$ cat src/design/pkseq_pkg.sv
// Shared constants for the power key and hard reset sequencer, both ends.
// Assumes a single 125 MHz clock on each end; times are kept in their own units.
package pkseq_pkg;
    // Clock rate and conversion base.
    localparam int unsigned CLK_HZ        = 125_000_000;
    localparam int unsigned MS_PER_S      = 1000;
    localparam int unsigned CLK_PER_MS    = CLK_HZ / MS_PER_S;

    // Documented hold times of the two request lines.
    localparam int unsigned ON_HOLD_S     = 1;
    localparam int unsigned LOWV_HOLD_S   = 3;
    localparam int unsigned OFF_HOLD_S    = 2;
    localparam int unsigned RST_HOLD_MS   = 200;

    // Delays with no printed figure: plain defaults.
    localparam int unsigned SETTLE_MS     = 100;
    localparam int unsigned BOOT_MS       = 10;
    localparam int unsigned TIMEOUT_S     = 10;

    // Derived cycle counts; all are whole multiples of the period.
    localparam int unsigned ON_HOLD_CYC   = ON_HOLD_S * CLK_HZ;
    localparam int unsigned LOWV_HOLD_CYC = LOWV_HOLD_S * CLK_HZ;
    localparam int unsigned OFF_HOLD_CYC  = OFF_HOLD_S * CLK_HZ;
    localparam int unsigned RST_HOLD_CYC  = RST_HOLD_MS * CLK_PER_MS;
    localparam int unsigned SETTLE_CYC    = SETTLE_MS * CLK_PER_MS;
    localparam int unsigned BOOT_CYC      = BOOT_MS * CLK_PER_MS;
    localparam int unsigned TIMEOUT_CYC   = TIMEOUT_S * CLK_HZ;

    // Counter width and levels of the open-collector lines.
    localparam int unsigned CNT_W         = 32;
    localparam logic        LINE_ACTIVE   = 1'b0;
    localparam logic        LINE_IDLE     = 1'b1;
    localparam logic        OE_ON         = 1'b0;
    localparam logic        OE_OFF        = 1'b1;
endpackage : pkseq_pkg

$ cat src/design/pkseq_link_if.sv
// Link between the host sequencer and the module: two open-collector
// request lines and the power-on indicator. Resolves the pulled-up wires.
`timescale 1ns/100ps
interface pkseq_link_if;
    // Host drive of the power key and hard reset lines.
    logic key_o;
    logic key_oe_n;
    logic rst_o;
    logic rst_oe_n;
    // Resolved line levels seen by the module.
    logic key_n;
    logic rst_n;
    // Module status output.
    logic power_on_indicator;

    // Lines are pulled up here in the interface; only the host pulls them low.
    assign key_n = (key_oe_n == pkseq_pkg::OE_ON) ? key_o : pkseq_pkg::LINE_IDLE;
    assign rst_n = (rst_oe_n == pkseq_pkg::OE_ON) ? rst_o : pkseq_pkg::LINE_IDLE;

    modport device (input key_n, input rst_n, output power_on_indicator);
    modport host (output key_o, output key_oe_n, output rst_o, output rst_oe_n,
                  input power_on_indicator);
endinterface : pkseq_link_if

$ cat src/design/pkseq_host.sv
// Host end: turns one-cycle user commands into timed open-collector pulses
// on the power key and hard reset lines and tracks the module's indicator.
// Assumes the indicator is asynchronous to clk and the lines are pulled up.
`timescale 1ns/100ps
module pkseq_host #(
    parameter int unsigned ON_CYC      = pkseq_pkg::ON_HOLD_CYC,
    parameter int unsigned LOWV_CYC    = pkseq_pkg::LOWV_HOLD_CYC,
    parameter int unsigned OFF_CYC     = pkseq_pkg::OFF_HOLD_CYC,
    parameter int unsigned RST_CYC     = pkseq_pkg::RST_HOLD_CYC,
    parameter int unsigned SETTLE_CYC  = pkseq_pkg::SETTLE_CYC,
    parameter int unsigned TIMEOUT_CYC = pkseq_pkg::TIMEOUT_CYC
) (
    // Clock and reset.
    input  wire logic clk,
    input  wire logic nrst,
    // Link to the module.
    pkseq_link_if.host link,
    // User commands, one-cycle pulses, and the low-supply level.
    input  wire logic cmd_on,
    input  wire logic cmd_off,
    input  wire logic cmd_reset,
    input  wire logic supply_low,
    // User status.
    output logic      busy,
    output logic      powered,
    output logic      done,
    output logic      timeout_err,
    output logic      refused,
    output logic      inputs_allowed
);
    typedef enum logic [2:0] {
        H_IDLE,
        H_KEY,
        H_RST,
        H_WAIT_UP,
        H_WAIT_DOWN,
        H_SETTLE
    } pkseq_hstate_type;

    pkseq_hstate_type                 state;
    logic [pkseq_pkg::CNT_W-1:0]      pulse_cnt, pulse_len, wait_cnt;
    logic                             mon_m, mon_s, mon_d;
    logic                             mon_rise, mon_fall;
    logic                             key_is_off;
    logic                             any_cmd;

    // Two-stage synchroniser on the indicator, then a delay for edges.
    always_ff @(posedge clk or negedge nrst)
    begin
        if (!nrst)
        begin
            mon_m <= 1'b0;
            mon_s <= 1'b0;
            mon_d <= 1'b0;
        end
        else
        begin
            mon_m <= link.power_on_indicator;
            mon_s <= mon_m;
            mon_d <= mon_s;
        end
    end

    // Indicator edges; mon_d resets to the idle level, so no false rise follows reset.
    assign mon_rise = mon_s && !mon_d;
    assign mon_fall = !mon_s && mon_d;
    assign any_cmd  = cmd_on || cmd_off || cmd_reset;

    // Commands are taken only in idle; anything else is reported and dropped.
    assign busy = (state != H_IDLE);

    // Sequencing of commands, pulses and waits.
    always_ff @(posedge clk or negedge nrst)
    begin
        if (!nrst)
        begin
            state       <= H_IDLE;
            pulse_len   <= '0;
            key_is_off  <= 1'b0;
            done        <= 1'b0;
            timeout_err <= 1'b0;
            refused     <= 1'b0;
        end
        else
        begin
            done        <= 1'b0;
            timeout_err <= 1'b0;
            refused     <= 1'b0;
            case (state)
                H_IDLE:
                begin
                    // Reset has priority: it is the emergency exit.
                    if (cmd_reset)
                    begin
                        state     <= H_RST;
                        pulse_len <= pkseq_pkg::CNT_W'(RST_CYC);
                    end
                    else if (cmd_off)
                    begin
                        state      <= H_KEY;
                        key_is_off <= 1'b1;
                        pulse_len  <= pkseq_pkg::CNT_W'(OFF_CYC);
                    end
                    else if (cmd_on)
                    begin
                        state      <= H_KEY;
                        key_is_off <= 1'b0;
                        // The low-supply figure replaces the normal one.
                        pulse_len  <= pkseq_pkg::CNT_W'(supply_low ? LOWV_CYC
                                                                   : ON_CYC);
                    end
                end
                H_KEY:
                begin
                    // Release, then await the indicator edge; the module
                    // itself detaches before it lets the indicator fall.
                    if (pulse_cnt >= pulse_len - 1'b1)
                        state <= key_is_off ? H_WAIT_DOWN : H_WAIT_UP;
                end
                H_RST:
                begin
                    // No detach follows a restart; wait for the reboot.
                    if (pulse_cnt >= pulse_len - 1'b1)
                        state <= H_WAIT_UP;
                end
                H_WAIT_UP:
                begin
                    if (mon_rise)
                        state <= H_SETTLE;
                    else if (wait_cnt >= pkseq_pkg::CNT_W'(TIMEOUT_CYC - 1))
                    begin
                        state       <= H_IDLE;
                        timeout_err <= 1'b1;
                    end
                end
                H_SETTLE:
                begin
                    if (!mon_s)
                    begin
                        state       <= H_IDLE;
                        timeout_err <= 1'b1;
                    end
                    else if (wait_cnt >= pkseq_pkg::CNT_W'(SETTLE_CYC - 1))
                    begin
                        state <= H_IDLE;
                        done  <= 1'b1;
                    end
                end
                H_WAIT_DOWN:
                begin
                    if (mon_fall)
                    begin
                        state <= H_IDLE;
                        done  <= 1'b1;
                    end
                    else if (wait_cnt >= pkseq_pkg::CNT_W'(TIMEOUT_CYC - 1))
                    begin
                        state       <= H_IDLE;
                        timeout_err <= 1'b1;
                    end
                end
                default:
                    state <= H_IDLE;
            endcase
            if (state != H_IDLE && any_cmd)
                refused <= 1'b1;
        end
    end

    // Pulse length counter, running only while a line is held low.
    always_ff @(posedge clk or negedge nrst)
    begin
        if (!nrst)
            pulse_cnt <= '0;
        else if (state == H_KEY || state == H_RST)
            pulse_cnt <= pulse_cnt + 1'b1;
        else
            pulse_cnt <= '0;
    end

    // Wait counter for timeouts and the settle delay; restarts on each state.
    always_ff @(posedge clk or negedge nrst)
    begin
        if (!nrst)
            wait_cnt <= '0;
        else if ((state == H_WAIT_UP && mon_rise) || state == H_IDLE
                 || state == H_KEY || state == H_RST)
            wait_cnt <= '0;
        else
            wait_cnt <= wait_cnt + 1'b1;
    end

    // The module counts as on only after the settle delay has passed.
    always_ff @(posedge clk or negedge nrst)
    begin
        if (!nrst)
            powered <= 1'b0;
        else if (!mon_s)
            powered <= 1'b0;
        else if (state == H_SETTLE && wait_cnt >= pkseq_pkg::CNT_W'(SETTLE_CYC - 1))
            powered <= 1'b1;
    end

    // Other host outputs toward the module must stay low while it is off.
    assign inputs_allowed = powered;

    // Open-collector drive: only ever pull low, never drive high, so no
    // high level reaches the module's pins while it is off.
    always_ff @(posedge clk or negedge nrst)
    begin
        if (!nrst)
        begin
            link.key_o    <= pkseq_pkg::LINE_ACTIVE;
            link.key_oe_n <= pkseq_pkg::OE_OFF;
            link.rst_o    <= pkseq_pkg::LINE_ACTIVE;
            link.rst_oe_n <= pkseq_pkg::OE_OFF;
        end
        else
        begin
            link.key_o    <= pkseq_pkg::LINE_ACTIVE;
            link.rst_o    <= pkseq_pkg::LINE_ACTIVE;
            link.key_oe_n <= (state == H_KEY) ? pkseq_pkg::OE_ON : pkseq_pkg::OE_OFF;
            link.rst_oe_n <= (state == H_RST) ? pkseq_pkg::OE_ON : pkseq_pkg::OE_OFF;
        end
    end
endmodule : pkseq_host

$ cat src/flat_wrapper.sv
// flat-port wrapper written by rule: the top's interface ports become plain ports
module pkseq_host_flat 
#(
    parameter int unsigned ON_CYC      = pkseq_pkg::ON_HOLD_CYC,
    parameter int unsigned LOWV_CYC    = pkseq_pkg::LOWV_HOLD_CYC,
    parameter int unsigned OFF_CYC     = pkseq_pkg::OFF_HOLD_CYC,
    parameter int unsigned RST_CYC     = pkseq_pkg::RST_HOLD_CYC,
    parameter int unsigned SETTLE_CYC  = pkseq_pkg::SETTLE_CYC,
    parameter int unsigned TIMEOUT_CYC = pkseq_pkg::TIMEOUT_CYC
)
  (clk, nrst, cmd_on, cmd_off, cmd_reset, supply_low, busy, powered, done, timeout_err, refused, inputs_allowed, link_key_o, link_key_oe_n, link_rst_o, link_rst_oe_n, link_power_on_indicator);
  pkseq_link_if link_i ();
  input  wire logic clk;
  input  wire logic nrst;
  input  wire logic cmd_on;
  input  wire logic cmd_off;
  input  wire logic cmd_reset;
  input  wire logic supply_low;
  output logic busy;
  output logic powered;
  output logic done;
  output logic timeout_err;
  output logic refused;
  output logic inputs_allowed;
  output wire logic [$bits(link_i.key_o)-1:0] link_key_o;
  output wire logic [$bits(link_i.key_oe_n)-1:0] link_key_oe_n;
  output wire logic [$bits(link_i.rst_o)-1:0] link_rst_o;
  output wire logic [$bits(link_i.rst_oe_n)-1:0] link_rst_oe_n;
  input wire logic [$bits(link_i.power_on_indicator)-1:0] link_power_on_indicator;
  assign link_key_o = link_i.key_o;
  assign link_key_oe_n = link_i.key_oe_n;
  assign link_rst_o = link_i.rst_o;
  assign link_rst_oe_n = link_i.rst_oe_n;
  assign link_i.power_on_indicator = link_power_on_indicator;
  pkseq_host #(.ON_CYC(ON_CYC), .LOWV_CYC(LOWV_CYC), .OFF_CYC(OFF_CYC), .RST_CYC(RST_CYC), .SETTLE_CYC(SETTLE_CYC), .TIMEOUT_CYC(TIMEOUT_CYC)) u_core (.clk(clk), .nrst(nrst), .link(link_i), .cmd_on(cmd_on), .cmd_off(cmd_off), .cmd_reset(cmd_reset), .supply_low(supply_low), .busy(busy), .powered(powered), .done(done), .timeout_err(timeout_err), .refused(refused), .inputs_allowed(inputs_allowed));
endmodule
$ cat config.mk
export PLATFORM = sky130hd
export DESIGN_NAME = pkseq_host_flat
export DESIGN_NICKNAME = d
export VERILOG_FILES = /design/src/design/pkseq_pkg.sv /design/src/design/pkseq_link_if.sv /design/src/design/pkseq_host.sv /design/src/flat_wrapper.sv
export SDC_FILE = /design/constraint.sdc
export NUM_CORES = 1
export LEC_CHECK = 0
export BUFFER_PORTS_ARGS = -buffer_cell sky130_fd_sc_hd__buf_2
export CAP_MARGIN = 20
export CORE_UTILIZATION = 30
export CTS_CLUSTER_DIAMETER = 120
export DETAILED_ROUTE_END_ITERATION = 6
export HOLD_SLACK_MARGIN = 0.12
export SETUP_SLACK_MARGIN = 0.4
export SYNTH_ARGS = -nofsm -noshare
export SYNTH_HDL_FRONTEND = slang
export SYNTH_SLANG_ARGS = --single-unit
$ cat constraint.sdc
create_clock -name clk -period 4.9 [get_ports clk]
set_clock_uncertainty 0.05 [all_clocks]
set_input_delay 1.225 -clock clk [delete_from_list [all_inputs] [get_ports clk]]
set_output_delay 1.225 -clock clk [all_outputs]
set_load 0.005 [all_outputs]
==> impl_metrics.csv, run 1 <==
group,metric,value,unit
clocking,cts_buffer_depth,2,
grt,grt_pass1_wl,18100,µm
sta,min_period,3.41,ns
die,die_h,132,µm
setup_path,ff2ff_setup_slack,1.49,ns
yosys,ys_seq_elements,88,
layout,seqCellArea,0.00220,mm²
die,core_area,0.0166,mm²
setup_path,critPathKind,"flip-flop to flip-flop",
layout,area_delta_synth_final,11.3,%
layout,antenna_cells,0,
power_and_ir_drop,power_switching,0.000301,W
place,place_worst_setup_slack,1.54,ns
clocking,numClockSinks,88,
yosys,synth_area_leaders,"dfrtp_1, ha_1, nor2_1, xor2_1, xnor2_1",
setup_path,r2r-end,"u_core.state[1]",
layout,layout.nets,612,
sta,max_freq,293,MHz
setup_path,cp-endpoint,"u_core.state[1]",
grt,grt_usage,12.6,%
sta,finalCritPeriodShare,69.6,%
power_and_ir_drop,p_sw_share,20.8,%
setup_path,crit_cells,12,
yosys,yosys.area.top_type,"dfrtp_1",
layout,multi_input_area,0.00273,mm²
power_and_ir_drop,pwr-share-seq,50.7,%
place,place_hpwl,7470,µm
sta,setup_viol,0,
drt,vias_per_cell,4.94,
sta,tns,0,ns
die,initial_core_util,30.7,%
sta,relSlewSlack,54.6,%
yosys,synth_top_area_share,42.3,%
yosys,synth_area,0.00509,mm²
setup_path,reg2reg_from,"u_core.pulse_len[9]",
sta,tightestPinTransition,0.681,ns
place,place_inst,785,
setup_path,timing.critical_path.from,"u_core.pulse_len[9]",
drt,drtAntennaViolNets,0,
yosys,synth-edff-count,0,
power_and_ir_drop,p_leak,2.46,nW
place,portBuffers,14,
yosys,ys.flop_type,"dfrtp_1",
power_and_ir_drop,combPwrFrac,2.2,%
yosys,synth_cell_types,57,
sta,fin_ws,1.49,ns
setup_path,critPathMaxFanout,6,
yosys,ys_warn_count,0,
clocking,hold_buffers,0,
clocking,cts_buffers,9,
grt,grt_pass1_vias,3851,
layout,mostFrequentLayoutCells,"nor2_1, dfrtp_1, nand2_1",
grt,top_usage_layer,"met2",
clocking,ctsResizeCount,0,
die,row_count,47,
setup_path,cp_num_buf_inv,0,
setup_path,worstPathArrival,3.58,ns
power_and_ir_drop,pwr-share-clk,47.1,%
layout,layout_commonest_cell,"nor2_1",
die,fp.dieW,132,µm
layout,final_util,34.2,%
setup_path,worstPathCellList,"or2_1 -> or4_1 -> nor3_1 -> nand2_1 -> xor2_1 -> ha_1 -> and4_1 -> nand2_1 -> a221o_1 -> a31o_2 -> a21boi_0 -> o22ai_1",
setup_path,cp-end-kind,"flip-flop",
yosys,avgSynthCellArea,8.96,µm²
die,boundaryPins,17,
power_and_ir_drop,vdd_drop_max,156,µV
power_and_ir_drop,intPower,0.00115,W
place,place_area,0.00537,mm²
die,die_area,0.0175,mm²
grt,use_met2,20.4,%
clocking,tritoncts,"yes",
layout,drive_gt1_share,7.40,%
setup_path,slowest_delay,0.53,ns
clocking,cts_max_level,3,
setup_path,rr_worst_depth,12,
layout,stdcell_area,0.00567,mm²
power_and_ir_drop,power_density,256,mW/mm²
place,finalWeightedCongestion,0.854,
drt,route.detailed.drc,0,
yosys,syn_inst,568,
setup_path,required,5.07,ns
drt,firstDrtPassIters,4,
yosys,async_flop_share,100,%
sta,rsz0062_at_grt,"no",
grt,grtUsageMet1,16.7,%
grt,grt_max_degree,55,
yosys,yosysSeqAreaShare,43.3,%
drt,drtIter0Drc,224,
drt,wl_per_cell,13.0,µm
setup_path,start_kind,"flip-flop",
grt,antenna_found_initial,0,
grt,gr-total-overflow,0,
clocking,cts_setup_buffers,0,
setup_path,cpMostUsedCell,"nand2_1",
run_status,run_status,"completed",
setup_path,cp_slowest_cell,"or4_1",
grt,gr-usage-met3,3.23,%
layout,fillers,1713,
drt,num_vias,3958,
clocking,path_clk_slew,0.07,ns
clocking,clk_latency,0.34,ns
run,drv_cap,0,
drt,wirelength,10400,µm
layout,final_cells,801,
min_path,hold_path_class,"flip-flop to flip-flop",
sta,slew_viol_final,0,
sta,finalHoldViolCount,0,
setup_path,cpLargestDelayFamily,"simple AND/OR/NAND/NOR gates",
clocking,root_buffer,"clkbuf_16",
## synth_stat cells, types with 3 or more instances
cell / instances
nand4_1: 11
xor2_1: 32
nand2_1: 47
clkbuf_1: 15
xnor2_1: 24
and4_1: 6
nor4_1: 6
nor3_1: 17
dfrtp_1: 86
o21ai_0: 27
a221oi_1: 3
o22ai_1: 4
inv_1: 16
and2_1: 5
nor2_1: 92
nand3_1: 29
nand2b_1: 4
or3_1: 16
and3_1: 12
ha_1: 29
buf_4: 3
a21oi_1: 33
nor2b_1: 4
o21a_1: 3
## layout make-up
cell class                      count  share of cell area [%]
Tap cell                          220                    4.86
Timing Repair Buffer               18                    1.81
Clock buffer                       13                    4.42
Sequential cell                    88                    38.9
Inverter                           17                    1.13
Clock inverter                      3                   0.751
Multi-Input combinational cell    442                    48.1
## sequential cells by signal, indices dropped and copies added (netlist names), 3 cells and up
signal / flops
u_core.pulse_cnt: 32
u_core.wait_cnt: 32
u_core.pulse_len: 11
u_core.state: 3
## how the worst min path moves through the flow
stage	start	endpoint	slack [ns]	cells past startpoint
floorplan	u_core.mon_m	u_core.mon_s	0.28	0
global placement	u_core.mon_m	u_core.mon_s	0.32	0
detailed placement	u_core.mon_m	u_core.mon_s	0.31	0
CTS	u_core.mon_m	u_core.mon_s	0.32	0
global route	u_core.mon_m	u_core.mon_s	0.33	0
finish	u_core.mon_m	u_core.mon_s	0.32	0
## cell families (layout without fill, tap and decap cells)
| kind of cell | count (synthesis) | count (layout) | share of synthesized area, % |
|---|---|---|---|
| and+or+nand+nor | 262 | 262 | 25.4 |
| AOI/OAI and AO/OA | 93 | 93 | 11.1 |
| DFF | 88 | 88 | 43.3 |
| xor gates and xnor gates | 56 | 56 | 9.63 |
| buffers and inverters | 39 | 51 | 3.32 |
| adders and majority gates | 29 | 29 | 7.13 |
| other | 1 | 2 | 0.0737 |
## worst reg2reg max path: stages (launching register included)
cell	delay [ns]
dfrtp_1	0.41
or2_1	0.25
or4_1	0.53
nor3_1	0.31
nand2_1	0.11
xor2_1	0.15
ha_1	0.31
and4_1	0.22
nand2_1	0.06
a221o_1	0.26
a31o_2	0.24
a21boi_0	0.27
o22ai_1	0.13
## power groups by stage
stage                     clock network (W)  logic [W]  registers, W
final                              0.000682  0.0000321      0.000734
after global routing               0.000736  0.0000377      0.000733
after CTS                          0.000704  0.0000335      0.000733
after detailed placement                  0  0.0000336      0.000747
after global placement                    0  0.0000323      0.000747
after floorplan                           0  0.0000127      0.000746
## metrics by stage
stage / power (W) / hold slack [ns]
CTS: 0.00147 / 0.323
global route: 0.00151 / 0.326
global placement: 0.000779 / 0.317
detailed placement: 0.000780 / 0.308
floorplan: 0.000758 / 0.281
finish: 0.00145 / 0.317
## per-layer routing
metal / share of wire (%) / vias to the layer above
met5: 0 / -
li1: - / 1997
met3: 2.5 / 15
met4: 1.7 / 0
met1: 49 / 1901
met2: 47 / 45
No activity file was read; power rests on OpenSTA's default activity.
==> run 2: changes to the inputs <==
- ABC_AREA: unset -> 1
- clock period: 4.9 -> 3.5 ns (I/O delays scaled with it)
==> run 2 against run 1 <==
  * Routed wire length increased by 32%
  * Design area increased by 14%
  * Synthesized area increased by 14%
  * First-iteration DRC count increased by 5.4%
  * Synthesized cell count increased by 42%
  * Cell count increased by 35%
  * Critical path type unchanged
  * Highest routed layer unchanged
  * Critical path depth increased by 4
  * Sequential power increased by 73%
  * Die area increased by 14%
  * Sequential share of layout area decreased by 4.9 points
  * Flip-flop and latch count unchanged
  * Global-route usage increased by 2.0 points
==> impl_metrics.csv, run 2 <==
group,metric,value,unit
setup_path,cpMostUsedCell,"nand2_1",
place,place_area,0.00617,mm²
sta,finalCritPeriodShare,77.7,%
drt,route.detailed.drc,0,
yosys,synth_most_common_cell,"nand2_1",
yosys,avgSynthCellArea,7.23,µm²
yosys,synth_area_leaders,"dfrtp_1, nand2_1, nor2_1, inv_1, ha_1",
setup_path,cp-end-kind,"flip-flop",
setup_path,worstPathCellList,"nor4_1 -> nand3_1 -> nor2_1 -> xor2_1 -> inv_1 -> ha_1 -> nand2_1 -> nor2_1 -> a21boi_0 -> nor2_1 -> nand2_1 -> inv_1 -> nand2_1 -> nand3_1 -> nand2_1 -> nand2_1",
clocking,root_buffer,"clkbuf_16",
clocking,path_clk_slew,0.06,ns
yosys,yosys.area.top_type,"dfrtp_1",
sta,max_freq,368,MHz
layout,layout_commonest_cell,"nand2_1",
yosys,synth_area,0.00581,mm²
layout,final_cells,1085,
clocking,cts_buffer_depth,2,
layout,largest_registers,"u_core.pulse_cnt (32), u_core.wait_cnt (32), u_core.pulse_len (11)",
setup_path,critPathKind,"flip-flop to flip-flop",
die,row_count,50,
layout,final_util,34.5,%
setup_path,crit_cells,16,
yosys,ys_seq_elements,88,
place,place_hpwl,10800,µm
min_path,worstHoldStart,"u_core.mon_m",
clocking,tritoncts,"yes",
drt,wl_per_cell,12.7,µm
yosys,ys_warn_count,0,
yosys,synth_top_area_share,37.0,%
run_status,run_status,"completed",
setup_path,start_kind,"flip-flop",
power_and_ir_drop,power_density,498,mW/mm²
drt,wirelength,13700,µm
die,core_area,0.0188,mm²
sta,min_period,2.72,ns
drt,drtAntennaViolNets,0,
layout,layout.nets,856,
power_and_ir_drop,p_leak,2.96,nW
place,place_inst,1069,
yosys,yosys-top-cells-count,"nand2_1, nor2_1, inv_1",
drt,firstDrtPassIters,5,
layout,drive_gt1_share,8.00,%
setup_path,rr_worst_depth,16,
clocking,cts_buffers,9,
sta,rsz0062_at_grt,"no",
yosys,synth_cell_types,44,
grt,grt_max_degree,46,
die,die_area,0.0199,mm²
setup_path,cp_num_buf_inv,2,
grt,grt_pass1_vias,4806,
clocking,clk_latency,0.34,ns
place,finalWeightedCongestion,0.900,
setup_path,ff2ff_setup_slack,0.78,ns
yosys,ys.flop_type,"dfrtp_1",
run,drv_cap,0,
yosys,synth-edff-count,0,
setup_path,cpLargestDelayFamily,"simple AND/OR/NAND/NOR gates",
layout,area_delta_synth_final,11.6,%
setup_path,required,3.68,ns
sta,setup_viol,0,
min_path,worstHoldEndpoint,"u_core.mon_s",
layout,stdcell_area,0.00649,mm²
layout,antenna_cells,0,
yosys,yosysSeqAreaShare,37.9,%
die,fp.dieW,141,µm
sta,relSlewSlack,46.7,%
setup_path,reg2reg_from,"u_core.pulse_len[24]",
sta,finalHoldViolCount,0,
grt,grt_usage,14.6,%
setup_path,slowest_delay,0.46,ns
drt,drtIter0Drc,236,
power_and_ir_drop,vdd_drop_max,391,µV
grt,gr-total-overflow,0,
clocking,cts_max_level,3,
grt,antenna_found_initial,0,
die,initial_core_util,30.9,%
sta,tns,0,ns
yosys,syn_inst,804,
place,portBuffers,14,
drt,vias_per_cell,4.74,
clocking,cts_setup_buffers,0,
setup_path,critPathMaxFanout,8,
drt,num_vias,5143,
die,boundaryPins,17,
yosys,async_flop_share,100,%
setup_path,r2r-end,"u_core.state[0]",
power_and_ir_drop,p_total,0.00323,W
grt,grt_pass1_wl,23100,µm
die,die_h,141,µm
sta,tightestPinTransition,0.798,ns
layout,mostFrequentLayoutCells,"nand2_1, nor2_1, inv_1",
min_path,hold_path_class,"flip-flop to flip-flop",
clocking,hold_buffers,0,
setup_path,cp_slowest_cell,"dfrtp_1",
setup_path,worstPathArrival,2.90,ns
clocking,numClockSinks,88,
min_path,hold_depth,0,
sta,slew_viol_final,0,
## run 2: cell types whose count changed in the layout (fill, tap and decap cells not counted), moves of 6 or more
cell / change
nor3_1: +31
inv_1: +86
or3_1: -16
xor2_1: -14
nand4_1: +11
nor2_1: +44
xnor2_1: -16
and3_1: -11
nor2_2: +9
and4_1: -6
nand2_1: +128
nand3_1: +7
## run 2: routing by layer
| layer | vias up | part of all wire, % | GRT usage (%) |
|---|---|---|---|
| li1 | 2640 | - | - |
| met1 | 2416 | 47 | 18.8 |
| met2 | 66 | 48 | 24.5 |
| met3 | 21 | 2.9 | 2.92 |
| met4 | 0 | 1.8 | 4.58 |
| met5 | - | 0 | 0 |
## run 2: worst max-delay path by stage
stage / start / to / slack, ns
final: u_core.pulse_len[24] / u_core.state[0] / 0.78
after CTS: u_core.pulse_len[24] / u_core.state[0] / 0.70
after global placement: u_core.pulse_len[24] / u_core.state[0] / 0.79
after global routing: u_core.pulse_len[24] / u_core.state[0] / 0.42
after detailed placement: u_core.pulse_len[24] / u_core.state[0] / 0.70
after floorplan: u_core.pulse_len[24] / u_core.state[0] / 0.97
## run 2: worst reg2reg max path, stage by stage, from the launching register on
cell      delay, ns
dfrtp_1        0.46
nor4_1         0.37
nand3_1        0.16
nor2_1         0.20
xor2_1         0.17
inv_1          0.05
ha_1           0.27
nand2_1        0.05
nor2_1         0.12
a21boi_0       0.25
nor2_1         0.07
nand2_1        0.06
inv_1          0.03
nand2_1        0.10
nand3_1        0.09
nand2_1        0.07
nand2_1        0.05
## run 2: per-stage QoR
step	setup WS [ns]	hold slack (ns)
after floorplan	0.966	0.281
after global placement	0.787	0.281
after detailed placement	0.705	0.291
after CTS	0.698	0.305
after global routing	0.424	0.311
final	0.779	0.300
## run 2: cell type report
cell class / count / area [µm²]
clock buffers: 13 / 240
clock inverters: 3 / 68.8
fillers: 2005 / 12300
inverters: 105 / 394
multi-input cells: 599 / 3160
flip-flops and latches: 88 / 2200
well taps: 260 / 325
repair buffers: 17 / 95.1
## run 2: cells by family after synthesis
logic type | after synthesis | share of synthesized area [%]
xor+xnor | 26 | 3.92
flops | 88 | 37.9
fa+ha+maj | 29 | 6.24
simple gates | 463 | 36.4
other cells | 1 | 0.0645
buf+inv | 118 | 7.98
compound gates | 79 | 7.47
## run 2: repair_timing
item | 4_1_cts | 5_1_grt
endpoints found under the hold margin | 0 | 0
setup endpoints to repair | 0 | 1
resized for setup | 0 | 3
## run 2: power breakdown
part	leakage, nW	total (W)	switching, W	internal [W]
clock network	0.148	0.00101	0.000387	0.000628
logic	1.64	0.000941	0.000636	0.000305
registers	1.17	0.00127	0.000132	0.00114
total	2.96	0.00323	0.00115	0.00207
